`src/core/jtg_pkg.sv`:
```
package jtg_pkg;
    localparam int unsigned ADDR_W      = 8;
    localparam int unsigned DATA_W      = 32;
    localparam int unsigned NUM_GATES   = 4;

    // register byte offsets
    localparam logic [7:0] OFF_GATE     = 8'h00;
    localparam logic [7:0] OFF_PORT     = 8'h04;
    localparam logic [7:0] OFF_TAMPER   = 8'h08;
    localparam logic [7:0] OFF_STATUS   = 8'h0C;
    localparam logic [7:0] OFF_INT_STAT = 8'h10;
    localparam logic [7:0] OFF_INT_MASK = 8'h14;

    // gate bit positions
    localparam int unsigned GATE_TAP    = 0;
    localparam int unsigned GATE_DAP    = 1;
    localparam int unsigned GATE_CFG    = 2;
    localparam int unsigned GATE_USER   = 3;

    // tamper configuration fields
    localparam int unsigned TCFG_DET_EN = 0;
    localparam int unsigned TCFG_RESP   = 1;
    localparam int unsigned TCFG_LOCK   = 2;
    localparam int unsigned TCFG_W      = 3;

    // status fields
    localparam int unsigned ST_ALERT    = 0;
    localparam int unsigned ST_PORT     = 1;
    localparam int unsigned ST_FUSE     = 2;
    localparam int unsigned ST_LOCK     = 3;
    localparam int unsigned ST_GATES    = 4;

    // interrupt events
    localparam int unsigned EV_ALERT    = 0;
    localparam int unsigned EV_RESP     = 1;
    localparam int unsigned EV_W        = 2;

    // reset values
    localparam logic [3:0] GATE_RESET   = 4'hF;
    localparam logic [2:0] TCFG_RESET   = 3'h0;
    localparam logic [1:0] MASK_RESET   = 2'h0;

    // detector needs this many qualifying test-clock rises
    localparam logic [1:0] DET_RISES    = 2'h3;
    // cycles after reset release in which the boot strap is taken;
    // must exceed the pin synchroniser latency, which is reset as well
    localparam logic [2:0] STRAP_CYCLES = 3'h6;
    localparam int unsigned SYNC_W      = 5;
endpackage

```
`src/core/jtg_sync.sv`:
```
`timescale 1ns/1ps
`default_nettype none
// three-stage synchroniser; the output follows only when stages two and
// three agree, so a single metastable sample is never passed on
module jtg_sync #(
    parameter int unsigned W = 1
) (
    input  wire logic         pclk,
    input  wire logic         presetn,
    input  wire logic         ce,
    input  wire logic [W-1:0] din,
    output logic      [W-1:0] dout
);
    logic [W-1:0] s1;
    logic [W-1:0] s2;
    logic [W-1:0] s3;

    genvar i;
    generate
        for (i = 0; i < W; i++) begin : g_bit
            always_ff @(posedge pclk or negedge presetn) begin
                if (!presetn) begin
                    s1[i]   <= 1'b0;
                    s2[i]   <= 1'b0;
                    s3[i]   <= 1'b0;
                    dout[i] <= 1'b0;
                end else if (ce) begin
                    s1[i] <= din[i];
                    s2[i] <= s1[i];
                    s3[i] <= s2[i];
                    if (s2[i] == s3[i]) begin
                        dout[i] <= s3[i];
                    end
                end
            end
        end
    endgenerate
endmodule
`default_nettype wire

```
`src/core/jtg_toggle_det.sv`:
```
`timescale 1ns/1ps
`default_nettype none
module jtg_toggle_det (
    input  wire logic       pclk,
    input  wire logic       presetn,
    input  wire logic       ce,
    input  wire logic       enable,
    input  wire logic       tck_rise,
    input  wire logic       active,
    output logic      [1:0] run_count,
    output logic            alert
);
    always_ff @(posedge pclk or negedge presetn) begin
        if (!presetn) begin
            run_count <= 2'h0;
        end else if (ce) begin
            if (!enable || alert) begin
                run_count <= 2'h0;
            end else if (tck_rise) begin
                if (active) begin
                    run_count <= run_count + 2'h1;
                end else begin
                    run_count <= 2'h0;
                end
            end
        end
    end

    always_ff @(posedge pclk or negedge presetn) begin
        if (!presetn) begin
            alert <= 1'b0;
        end else if (ce) begin
            if (enable && tck_rise && active &&
                run_count == jtg_pkg::DET_RISES - 2'h1) begin
                alert <= 1'b1;
            end
        end
    end
endmodule
`default_nettype wire

```
`src/core/jtg_gate_top.sv`:
```
`timescale 1ns/1ps
`default_nettype none
// How it works
// - test port starts disabled; boot or software opens it
// - gate bits reset to gating state
// - data or mode activity with running clock alerts
// - alert sticky until power-on reset
// - three qualifying clock rises before alert
// - tamper response only when response programmed
// - any opened gate suppresses the detector
// - gated chain hides user debug logic
// - lockdown response tristates all general outputs
// - detector runs only when its enable set
// - disable fuse forces gates, bypass, reset-only identification
module jtg_gate_top (
    input  wire logic                   pclk,
    input  wire logic                   presetn,
    input  wire logic                   ce,
    input  wire logic                   psel,
    input  wire logic                   penable,
    input  wire logic                   pwrite,
    input  wire logic [7:0]             paddr,
    input  wire logic [31:0]            pwdata,
    output logic      [31:0]            prdata,
    output logic                        pready,
    output logic                        pslverr,
    input  wire logic                   test_clk,
    input  wire logic                   test_data_in,
    input  wire logic                   test_mode_sel,
    input  wire logic                   boot_nonsecure,
    input  wire logic                   fuse_port_disable,
    input  wire logic                   tap_in_reset,
    input  wire logic                   tap_ir_load,
    output logic      [3:0]             path_open,
    output logic                        user_debug_reach,
    output logic                        force_bypass,
    output logic                        id_available,
    output logic                        tamper_alert,
    output logic                        tamper_response,
    output logic                        global_output_tristate,
    output logic                        irq
);
    logic [4:0] pins_sync;
    logic       tck_s;
    logic       tdi_s;
    logic       tms_s;
    logic       boot_ns_s;
    logic       fuse_s;
    logic       tck_prev;
    logic       tck_rise;
    logic [1:0] run_count;
    logic       alert;
    logic       alert_seen;
    logic       alert_rise;
    logic       det_en;
    logic [3:0] gate;
    logic [3:0] gate_eff;
    logic       port_en;
    logic [2:0] strap_cnt;
    logic [2:0] tcfg;
    logic       lockdown;
    logic       id_ok;
    logic [1:0] int_stat;
    logic [1:0] int_mask;
    logic [1:0] events;
    logic       wr_en;
    logic       rd_setup;
    logic       addr_ok;
    logic       next_slverr;
    logic [31:0] next_rdata;

    // test pins, boot strap and fuse pass the synchroniser first; tap_in_reset and tap_ir_load do not
    jtg_sync #(
        .W (jtg_pkg::SYNC_W)
    ) u_sync (
        .pclk    (pclk),
        .presetn (presetn),
        .ce      (ce),
        .din     ({fuse_port_disable, boot_nonsecure, test_mode_sel,
                   test_data_in, test_clk}),
        .dout    (pins_sync)
    );

    assign tck_s     = pins_sync[0];
    assign tdi_s     = pins_sync[1];
    assign tms_s     = pins_sync[2];
    assign boot_ns_s = pins_sync[3];
    assign fuse_s    = pins_sync[4];

    always_ff @(posedge pclk or negedge presetn) begin
        if (!presetn) begin
            tck_prev <= 1'b0;
        end else if (ce) begin
            tck_prev <= tck_s;
        end
    end

    assign tck_rise = tck_s && !tck_prev;

    // fuse holds every gate in gating state
    assign gate_eff = fuse_s ? jtg_pkg::GATE_RESET : gate;

    // detector off when any gate opened
    // detector gated by its enable bit
    assign det_en = tcfg[jtg_pkg::TCFG_DET_EN] && (&gate_eff);

    // data-in or mode-select high on a clock rise
    jtg_toggle_det u_det (
        .pclk      (pclk),
        .presetn   (presetn),
        .ce        (ce),
        .enable    (det_en),
        .tck_rise  (tck_rise),
        .active    (tdi_s || tms_s),
        .run_count (run_count),
        .alert     (alert)
    );

    assign tamper_alert = alert;

    always_ff @(posedge pclk or negedge presetn) begin
        if (!presetn) begin
            alert_seen <= 1'b0;
        end else if (ce) begin
            alert_seen <= alert;
        end
    end

    assign alert_rise = alert && !alert_seen;

    always_ff @(posedge pclk or negedge presetn) begin
        if (!presetn) begin
            tamper_response <= 1'b0;
        end else if (ce) begin
            tamper_response <= alert_rise && tcfg[jtg_pkg::TCFG_RESP];
        end
    end

    // lockdown latches and tristates general outputs
    always_ff @(posedge pclk or negedge presetn) begin
        if (!presetn) begin
            lockdown <= 1'b0;
        end else if (ce) begin
            if (tamper_response && tcfg[jtg_pkg::TCFG_LOCK]) begin
                lockdown <= 1'b1;
            end
        end
    end

    assign global_output_tristate = lockdown;

    // strap taken only in a short window after reset
    always_ff @(posedge pclk or negedge presetn) begin
        if (!presetn) begin
            strap_cnt <= 3'h0;
        end else if (ce && strap_cnt != jtg_pkg::STRAP_CYCLES) begin
            strap_cnt <= strap_cnt + 3'h1;
        end
    end

    assign wr_en    = psel && penable && pwrite && ce;
    assign rd_setup = psel && !penable && ce;

    always_comb begin
        addr_ok = 1'b1;
        case (paddr)
            jtg_pkg::OFF_GATE,
            jtg_pkg::OFF_PORT,
            jtg_pkg::OFF_TAMPER,
            jtg_pkg::OFF_STATUS,
            jtg_pkg::OFF_INT_STAT,
            jtg_pkg::OFF_INT_MASK: addr_ok = 1'b1;
            default: addr_ok = 1'b0;
        endcase
    end

    // port closed at reset, opened by boot or software
    always_ff @(posedge pclk or negedge presetn) begin
        if (!presetn) begin
            port_en <= 1'b0;
        end else if (ce) begin
            if (fuse_s) begin
                port_en <= 1'b0;
            end else if (boot_ns_s &&
                         strap_cnt == jtg_pkg::STRAP_CYCLES - 3'h1) begin
                port_en <= 1'b1;
            end else if (wr_en && paddr == jtg_pkg::OFF_PORT) begin
                port_en <= pwdata[0];
            end
        end
    end

    always_ff @(posedge pclk or negedge presetn) begin
        if (!presetn) begin
            gate <= jtg_pkg::GATE_RESET;
        end else if (wr_en && paddr == jtg_pkg::OFF_GATE) begin
            gate <= pwdata[3:0];
        end
    end

    always_ff @(posedge pclk or negedge presetn) begin
        if (!presetn) begin
            tcfg <= jtg_pkg::TCFG_RESET;
        end else if (wr_en && paddr == jtg_pkg::OFF_TAMPER) begin
            tcfg <= pwdata[2:0];
        end
    end

    always_ff @(posedge pclk or negedge presetn) begin
        if (!presetn) begin
            int_mask <= jtg_pkg::MASK_RESET;
        end else if (wr_en && paddr == jtg_pkg::OFF_INT_MASK) begin
            int_mask <= pwdata[1:0];
        end
    end

    assign events = {tamper_response, alert_rise};

    // a new event wins over a write-one-to-clear in the same cycle
    always_ff @(posedge pclk or negedge presetn) begin
        if (!presetn) begin
            int_stat <= 2'h0;
        end else if (ce) begin
            if (wr_en && paddr == jtg_pkg::OFF_INT_STAT) begin
                int_stat <= (int_stat & ~pwdata[1:0]) | events;
            end else begin
                int_stat <= int_stat | events;
            end
        end
    end

    assign irq = |(int_stat & int_mask);

    // user debug reachable only through an open gate
    assign path_open        = port_en ? ~gate_eff : 4'h0;
    assign user_debug_reach = path_open[jtg_pkg::GATE_USER];

    // every instruction becomes bypass while fuse blown
    assign force_bypass = fuse_s;

    // while fused, identification only once the tap passed reset
    always_ff @(posedge pclk or negedge presetn) begin
        if (!presetn) begin
            id_ok <= 1'b0;
        end else if (ce) begin
            if (tap_in_reset) begin
                id_ok <= 1'b1;
            end else if (tap_ir_load) begin
                id_ok <= 1'b0;
            end
        end
    end

    assign id_available = !fuse_s || id_ok;

    always_comb begin
        next_rdata = 32'h0000_0000;
        case (paddr)
            jtg_pkg::OFF_GATE: next_rdata[3:0] = gate_eff;
            jtg_pkg::OFF_PORT: next_rdata[0] = port_en;
            jtg_pkg::OFF_TAMPER: next_rdata[2:0] = tcfg;
            jtg_pkg::OFF_STATUS: begin
                next_rdata[jtg_pkg::ST_ALERT] = alert;
                next_rdata[jtg_pkg::ST_PORT]  = port_en;
                next_rdata[jtg_pkg::ST_FUSE]  = fuse_s;
                next_rdata[jtg_pkg::ST_LOCK]  = lockdown;
                next_rdata[7:4]               = gate_eff;
            end
            jtg_pkg::OFF_INT_STAT: next_rdata[1:0] = int_stat;
            jtg_pkg::OFF_INT_MASK: next_rdata[1:0] = int_mask;
            default: next_rdata = 32'h0000_0000;
        endcase
        next_slverr = !addr_ok;
    end

    // read data and error are captured in setup, held through access
    always_ff @(posedge pclk or negedge presetn) begin
        if (!presetn) begin
            prdata  <= 32'h0000_0000;
            pslverr <= 1'b0;
        end else if (rd_setup) begin
            prdata  <= pwrite ? 32'h0000_0000 : next_rdata;
            pslverr <= next_slverr;
        end
    end

    // a frozen block stalls the access phase; a read set up while frozen returns the old read data and error
    assign pready = ce;
endmodule
`default_nettype wire

```
`config.mk`:
```
export PLATFORM = sky130hd
export DESIGN_NAME = jtg_gate_top
export DESIGN_NICKNAME = d
export VERILOG_FILES = /design/src/core/jtg_pkg.sv /design/src/core/jtg_sync.sv /design/src/core/jtg_toggle_det.sv /design/src/core/jtg_gate_top.sv
export SDC_FILE = /design/constraint.sdc
export NUM_CORES = 1
export LEC_CHECK = 0
export BUFFER_PORTS_ARGS = -buffer_cell sky130_fd_sc_hd__buf_2
export CELL_PAD_IN_SITES_DETAIL_PLACEMENT = 1
export CELL_PAD_IN_SITES_GLOBAL_PLACEMENT = 1
export CORE_ASPECT_RATIO = 1.2
export CORE_UTILIZATION = 34
export CTS_BUF_LIST = sky130_fd_sc_hd__clkbuf_8
export DETAILED_ROUTE_END_ITERATION = 6
export PLACE_DENSITY_LB_ADDON = 0.1
export SETUP_SLACK_MARGIN = 0.3
export SYNTH_ARGS = -nofsm -noshare
export SYNTH_HDL_FRONTEND = slang
export SYNTH_SLANG_ARGS = --single-unit
```
`constraint.sdc`:
```
create_clock -name pclk -period 1.4 [get_ports pclk]
set_input_delay 0.35 -clock pclk [delete_from_list [all_inputs] [get_ports pclk]]
set_output_delay 0.35 -clock pclk [all_outputs]
set_load 0.005 [all_outputs]
```
==> results.md <==
Outcome:
- The flow ran to the end, but the final reports show violations.
- The checks that failed: negative setup slack.

Logic synthesis:
- The top cell type's share of synthesized area is 46.0%.
- During synthesis, Yosys emitted a total of 0 warnings.
- Among all cell types in the netlist, the one instantiated most often is sky130_fd_sc_hd__dfrtp_1.
- After synthesis, the most frequently instantiated cells are 48 x sky130_fd_sc_hd__dfrtp_1, 26 x sky130_fd_sc_hd__buf_4, 23 x sky130_fd_sc_hd__o21ai_0.
- By area, the combinational part of the netlist is dominated by compound AO/OA/AOI/OAI gates.
- The mux share of post-synthesis cell area is 10.3%.
- The share of the Yosys chip area taken by registers is 50.1%.
- The count of unique library cells instantiated by Yosys is 47.
- The adder-cell area share of the yosys netlist is 1.92%.
- Synthesis handed over a netlist of 250 instances.
- Summing the areas of all compound-gate instances in the mapped netlist gives 13.2% of the synthesized area.
- In the synthesized netlist the async set-or-reset flop fraction comes to 100%.
- Counting flops with a built-in enable in the synthesized netlist gives 0.
- The cell area after technology mapping is 2610 sq um.
- In the synthesized netlist the dominant register cell turns out to be sky130_fd_sc_hd__dfrtp_1.
- In the post-synthesis netlist, the biggest area contributors are sky130_fd_sc_hd__dfrtp_1 46%, sky130_fd_sc_hd__buf_4 7.5%, sky130_fd_sc_hd__mux2_2 7.3%.
- The dominant cell type by area after synthesis is sky130_fd_sc_hd__dfrtp_1.
- The post-synthesis area per instance is 10.4 sq um.
- The area fraction in and, or, nand and nor cells after synthesis is 13.0%.
- After synthesis the netlist holds a flip-flop and latch count of 52.
- After Yosys synthesis, XOR and XNOR cells account for 0.336% of the synthesized area.

Die:
- The total die area is 8030 sq um.
- 98 I/O pins were placed.
- The starting density of the core is 35.4%.
- The core region is 7360 sq um.
- The initialized floorplan defines 34 standard-cell rows.
- The die outline width is 82.0 um.
- The die is 98.0 um tall.

Setup path:
- The critical path's most frequent cell is sky130_fd_sc_hd__or3_4.
- The sum of buffers and inverters on the critical path is 1.
- The worst-case register-to-register setup slack is -0.20 ns.
- Walking the worst path, the cells encountered are buf_6 -> or3_4 -> or3_4 -> or4_4 -> mux2_4.
- The kind of launch point of the worst setup path is a primary input.
- The arrival time of data at the critical path endpoint is 2.04 ns.
- The data required time at the worst endpoint is 1.59 ns.
- The critical path is of the primary input to flop type.
- The largest single stage delay on the critical path is 0.54 ns.
- The maximum fanout count along the critical path is 3.
- The critical path endpoint category is a flop.
- The largest individual stage delay along the critical path comes from the cell sky130_fd_sc_hd__or4_4.
- Among cell families on the critical path, the largest total delay comes from simple AND/OR/NAND/NOR gates.

STA:
- The number of endpoints with negative hold slack in the final report was 0.
- The maximum clock frequency is 0.540 GHz.
- Setup repair after global routing could not meet its margin everywhere.
- Measured against its own limit, the worst slew margin works out to 64.6%.
- The final critical path takes up 132% of the cycle.
- The count of pins over their slew limit is 0.
- The minimum clock period is 1.85 ns.
- On the final layout, the worst clock skew is 0.00727 ns.
- The slack of the critical path is -0.450 ns.
- The final setup TNS is -7.60 ns.
- Setup violations remaining at the end of the flow were counted as 30.
- The slew of the pin with the lowest slew margin is 0.527 ns.

Place:
- The placed instance count is 407.
- The wire-length estimate of the detail-placed layout is 4.72 mm.
- The global placer's final weighted congestion is 0.843.
- Before CTS, the worst setup slack after placement is -0.768 ns.
- In this run the tool buffered the top-level ports with 45 buffer cells.

Global routing:
- The total overflow reported by the global router is 0.
- Across every metal layer, demand over resource in global routing totals 18.0%.
- The initial antenna violation count is 0.
- The number of global-route vias before repair came to 2217.
- The first global-routing pass estimated 10.9 mm of wire.
- Entering global routing, the biggest net connects 53 pins.

Clocking:
- The clock latency on the worst-skew pair is 0.30 ns.
- TritonCTS built the clock tree.
- The TritonCTS buffer count is 5.
- The number of levels the H-tree was split into is 2.
- The number of buffers added to fix hold violations after cts is 0.
- The clock sink count is 52.
- The largest buffer count on any clock path is 2.
- Clock-pin slew was measured on the worst setup and hold paths at 0.09 ns.
- The tree is rooted in a sky130_fd_sc_hd__clkbuf_8.

Power:
- VDD sags by at most 0.000573 V.
- Summed over all cells, the static leakage comes to 0.00182 uW.
- For this design the ratio of total power to cell area is 1170 nW/um^2.

Finish:
- The antenna diode instance count is 0.
- The final instance count without filler cells is 447.
- The area of all sequential standard cells is 1310 sq um.
- The filler cells instantiated in the layout total 837.
- The post-route netlist has 49.9% of its cells at a drive strength greater than 1.
- Compared with the post-synthesis result, the final layout area differs by 44.9%.
- The combined area of the multi-input logic cells is 1340 sq um.
- The final layout net count is 413.

Detailed routing:
- The DRC violation total after the first TritonRoute iteration is 55.
- The first detailed-routing pass ran for 4 iterations.
- The count of vias placed by the detailed router is 2175.
- In the routed design, unresolved DRC markers number 0.
- The final antenna-violating net count is 0.
- After detailed routing, the total wire length is 6.93 mm.
- In the final routed layout, each cell accounts on average for 15.5 um.
- The via count normalized by instance count is 4.87.

Job:
- The max-capacitance violation count is 0.

Min path:
- In this run the worst hold path is classified as primary input to async pin.
-- per-layer routing --
layer	share of wire (%)	GRT usage, %	up-vias
met4	2.8	6.34	0
met5	0	0	-
met2	54	32.4	50
li1	-	-	1038
met3	3.9	2.90	14
met1	39	20.8	1073
-- placed cells by master, fill, tap and decap left out, types with 4 or more instances in the layout --
cell type	count
sky130_fd_sc_hd__buf_4	48
sky130_fd_sc_hd__dfrtp_1	47
sky130_fd_sc_hd__buf_2	39
sky130_fd_sc_hd__conb_1	24
sky130_fd_sc_hd__buf_6	19
sky130_fd_sc_hd__nand2_1	17
sky130_fd_sc_hd__o21ai_0	16
sky130_fd_sc_hd__inv_1	14
sky130_fd_sc_hd__mux2_2	13
sky130_fd_sc_hd__nor2_1	10
sky130_fd_sc_hd__o21ai_1	7
sky130_fd_sc_hd__mux2_4	7
sky130_fd_sc_hd__a21oi_1	6
sky130_fd_sc_hd__nor3_4	5
sky130_fd_sc_hd__a22o_1	5
sky130_fd_sc_hd__clkbuf_8	5
sky130_fd_sc_hd__nor2b_1	4
sky130_fd_sc_hd__dfstp_2	4
-- state kept, by name, indices dropped and copies added, names as in the netlist --
| signal | count |
|---|---|
| gate | 4 |
| u_sync.s1 | 5 |
| tck_prev | 1 |
| tamper_response | 1 |
| global_output_tristate | 1 |
| u_sync.s3 | 5 |
| pslverr | 1 |
| port_en | 1 |
| int_stat | 2 |
| u_sync.s2 | 5 |
| prdata | 8 |
| u_det.run_count | 2 |
| u_det.alert | 1 |
| alert_seen | 1 |
| u_sync.dout | 5 |
| tcfg | 3 |
| int_mask | 2 |
| id_ok | 1 |
| strap_cnt | 3 |
-- worst register-to-register path: stages, from the launching register on --
cell and delay (ns):
sky130_fd_sc_hd__dfrtp_1 0.40, sky130_fd_sc_hd__or2_4 0.27, sky130_fd_sc_hd__buf_4 0.14, sky130_fd_sc_hd__mux4_2 0.49, sky130_fd_sc_hd__a22oi_2 0.14, sky130_fd_sc_hd__nand2_1 0.07
-- logic make-up after synthesis --
kind of cell    after synthesis
compound gates               54
fa+ha+maj                     4
mux                          22
simple gates                 66
buf+inv                      50
flops                        52
other cells                   1
xor+xnor                      1
-- where the power goes --
group | switching [uW] | internal (uW) | leakage (uW)
Combinational | 706 | 834 | 0.00111
Sequential | 161 | 1700 | 0.000644
Clock | 487 | 524 | 0.0000593
Total | 1350 | 3060 | 0.00182
-- through the flow --
stage,cell area (sq um),utilization (%),total power [uW],hold slack [ns]
6_report,3780,51.4,4410,0.0235
5_1_grt,3780,51.4,4690,0.0323
4_1_cts,3610,49.1,4300,0.0370
3_5_place_dp,3140,42.6,2930,0.373
3_3_place_gp,3140,42.6,2900,0.370
2_1_floorplan,2760,-,2520,0.0544
-- worst paths after layout --
check | startpoint | endpoint | cells after the start
min | presetn | prdata[3] | 2
min in group pclk | test_mode_sel | u_sync.s1[2] | 2
min reg2reg | alert_seen | int_stat[0] | 1
max in group asynchronous | presetn | gate[1] | 2
max | paddr[5] | tcfg[0] | 5
max reg2reg | u_sync.dout[4] | prdata[0] | 5
-- cell type report --
class                           count  share of cell area (%)
Sequential cell                    52                    34.6
Multi-Input combinational cell    171                    35.4
Tap cell                           90                    2.98
Clock inverter                      3                    1.03
Clock buffer                        5                    1.82
Timing Repair Buffer              111                    22.7
Inverter                           15                    1.49
-- repair_timing --
item,in CTS,in global routing
gates resized for setup,45,26
setup buffers,24,8
pin swaps,18,13
endpoints found under the setup margin,52,47
Note: power is estimated with default switching activity, not from simulation.
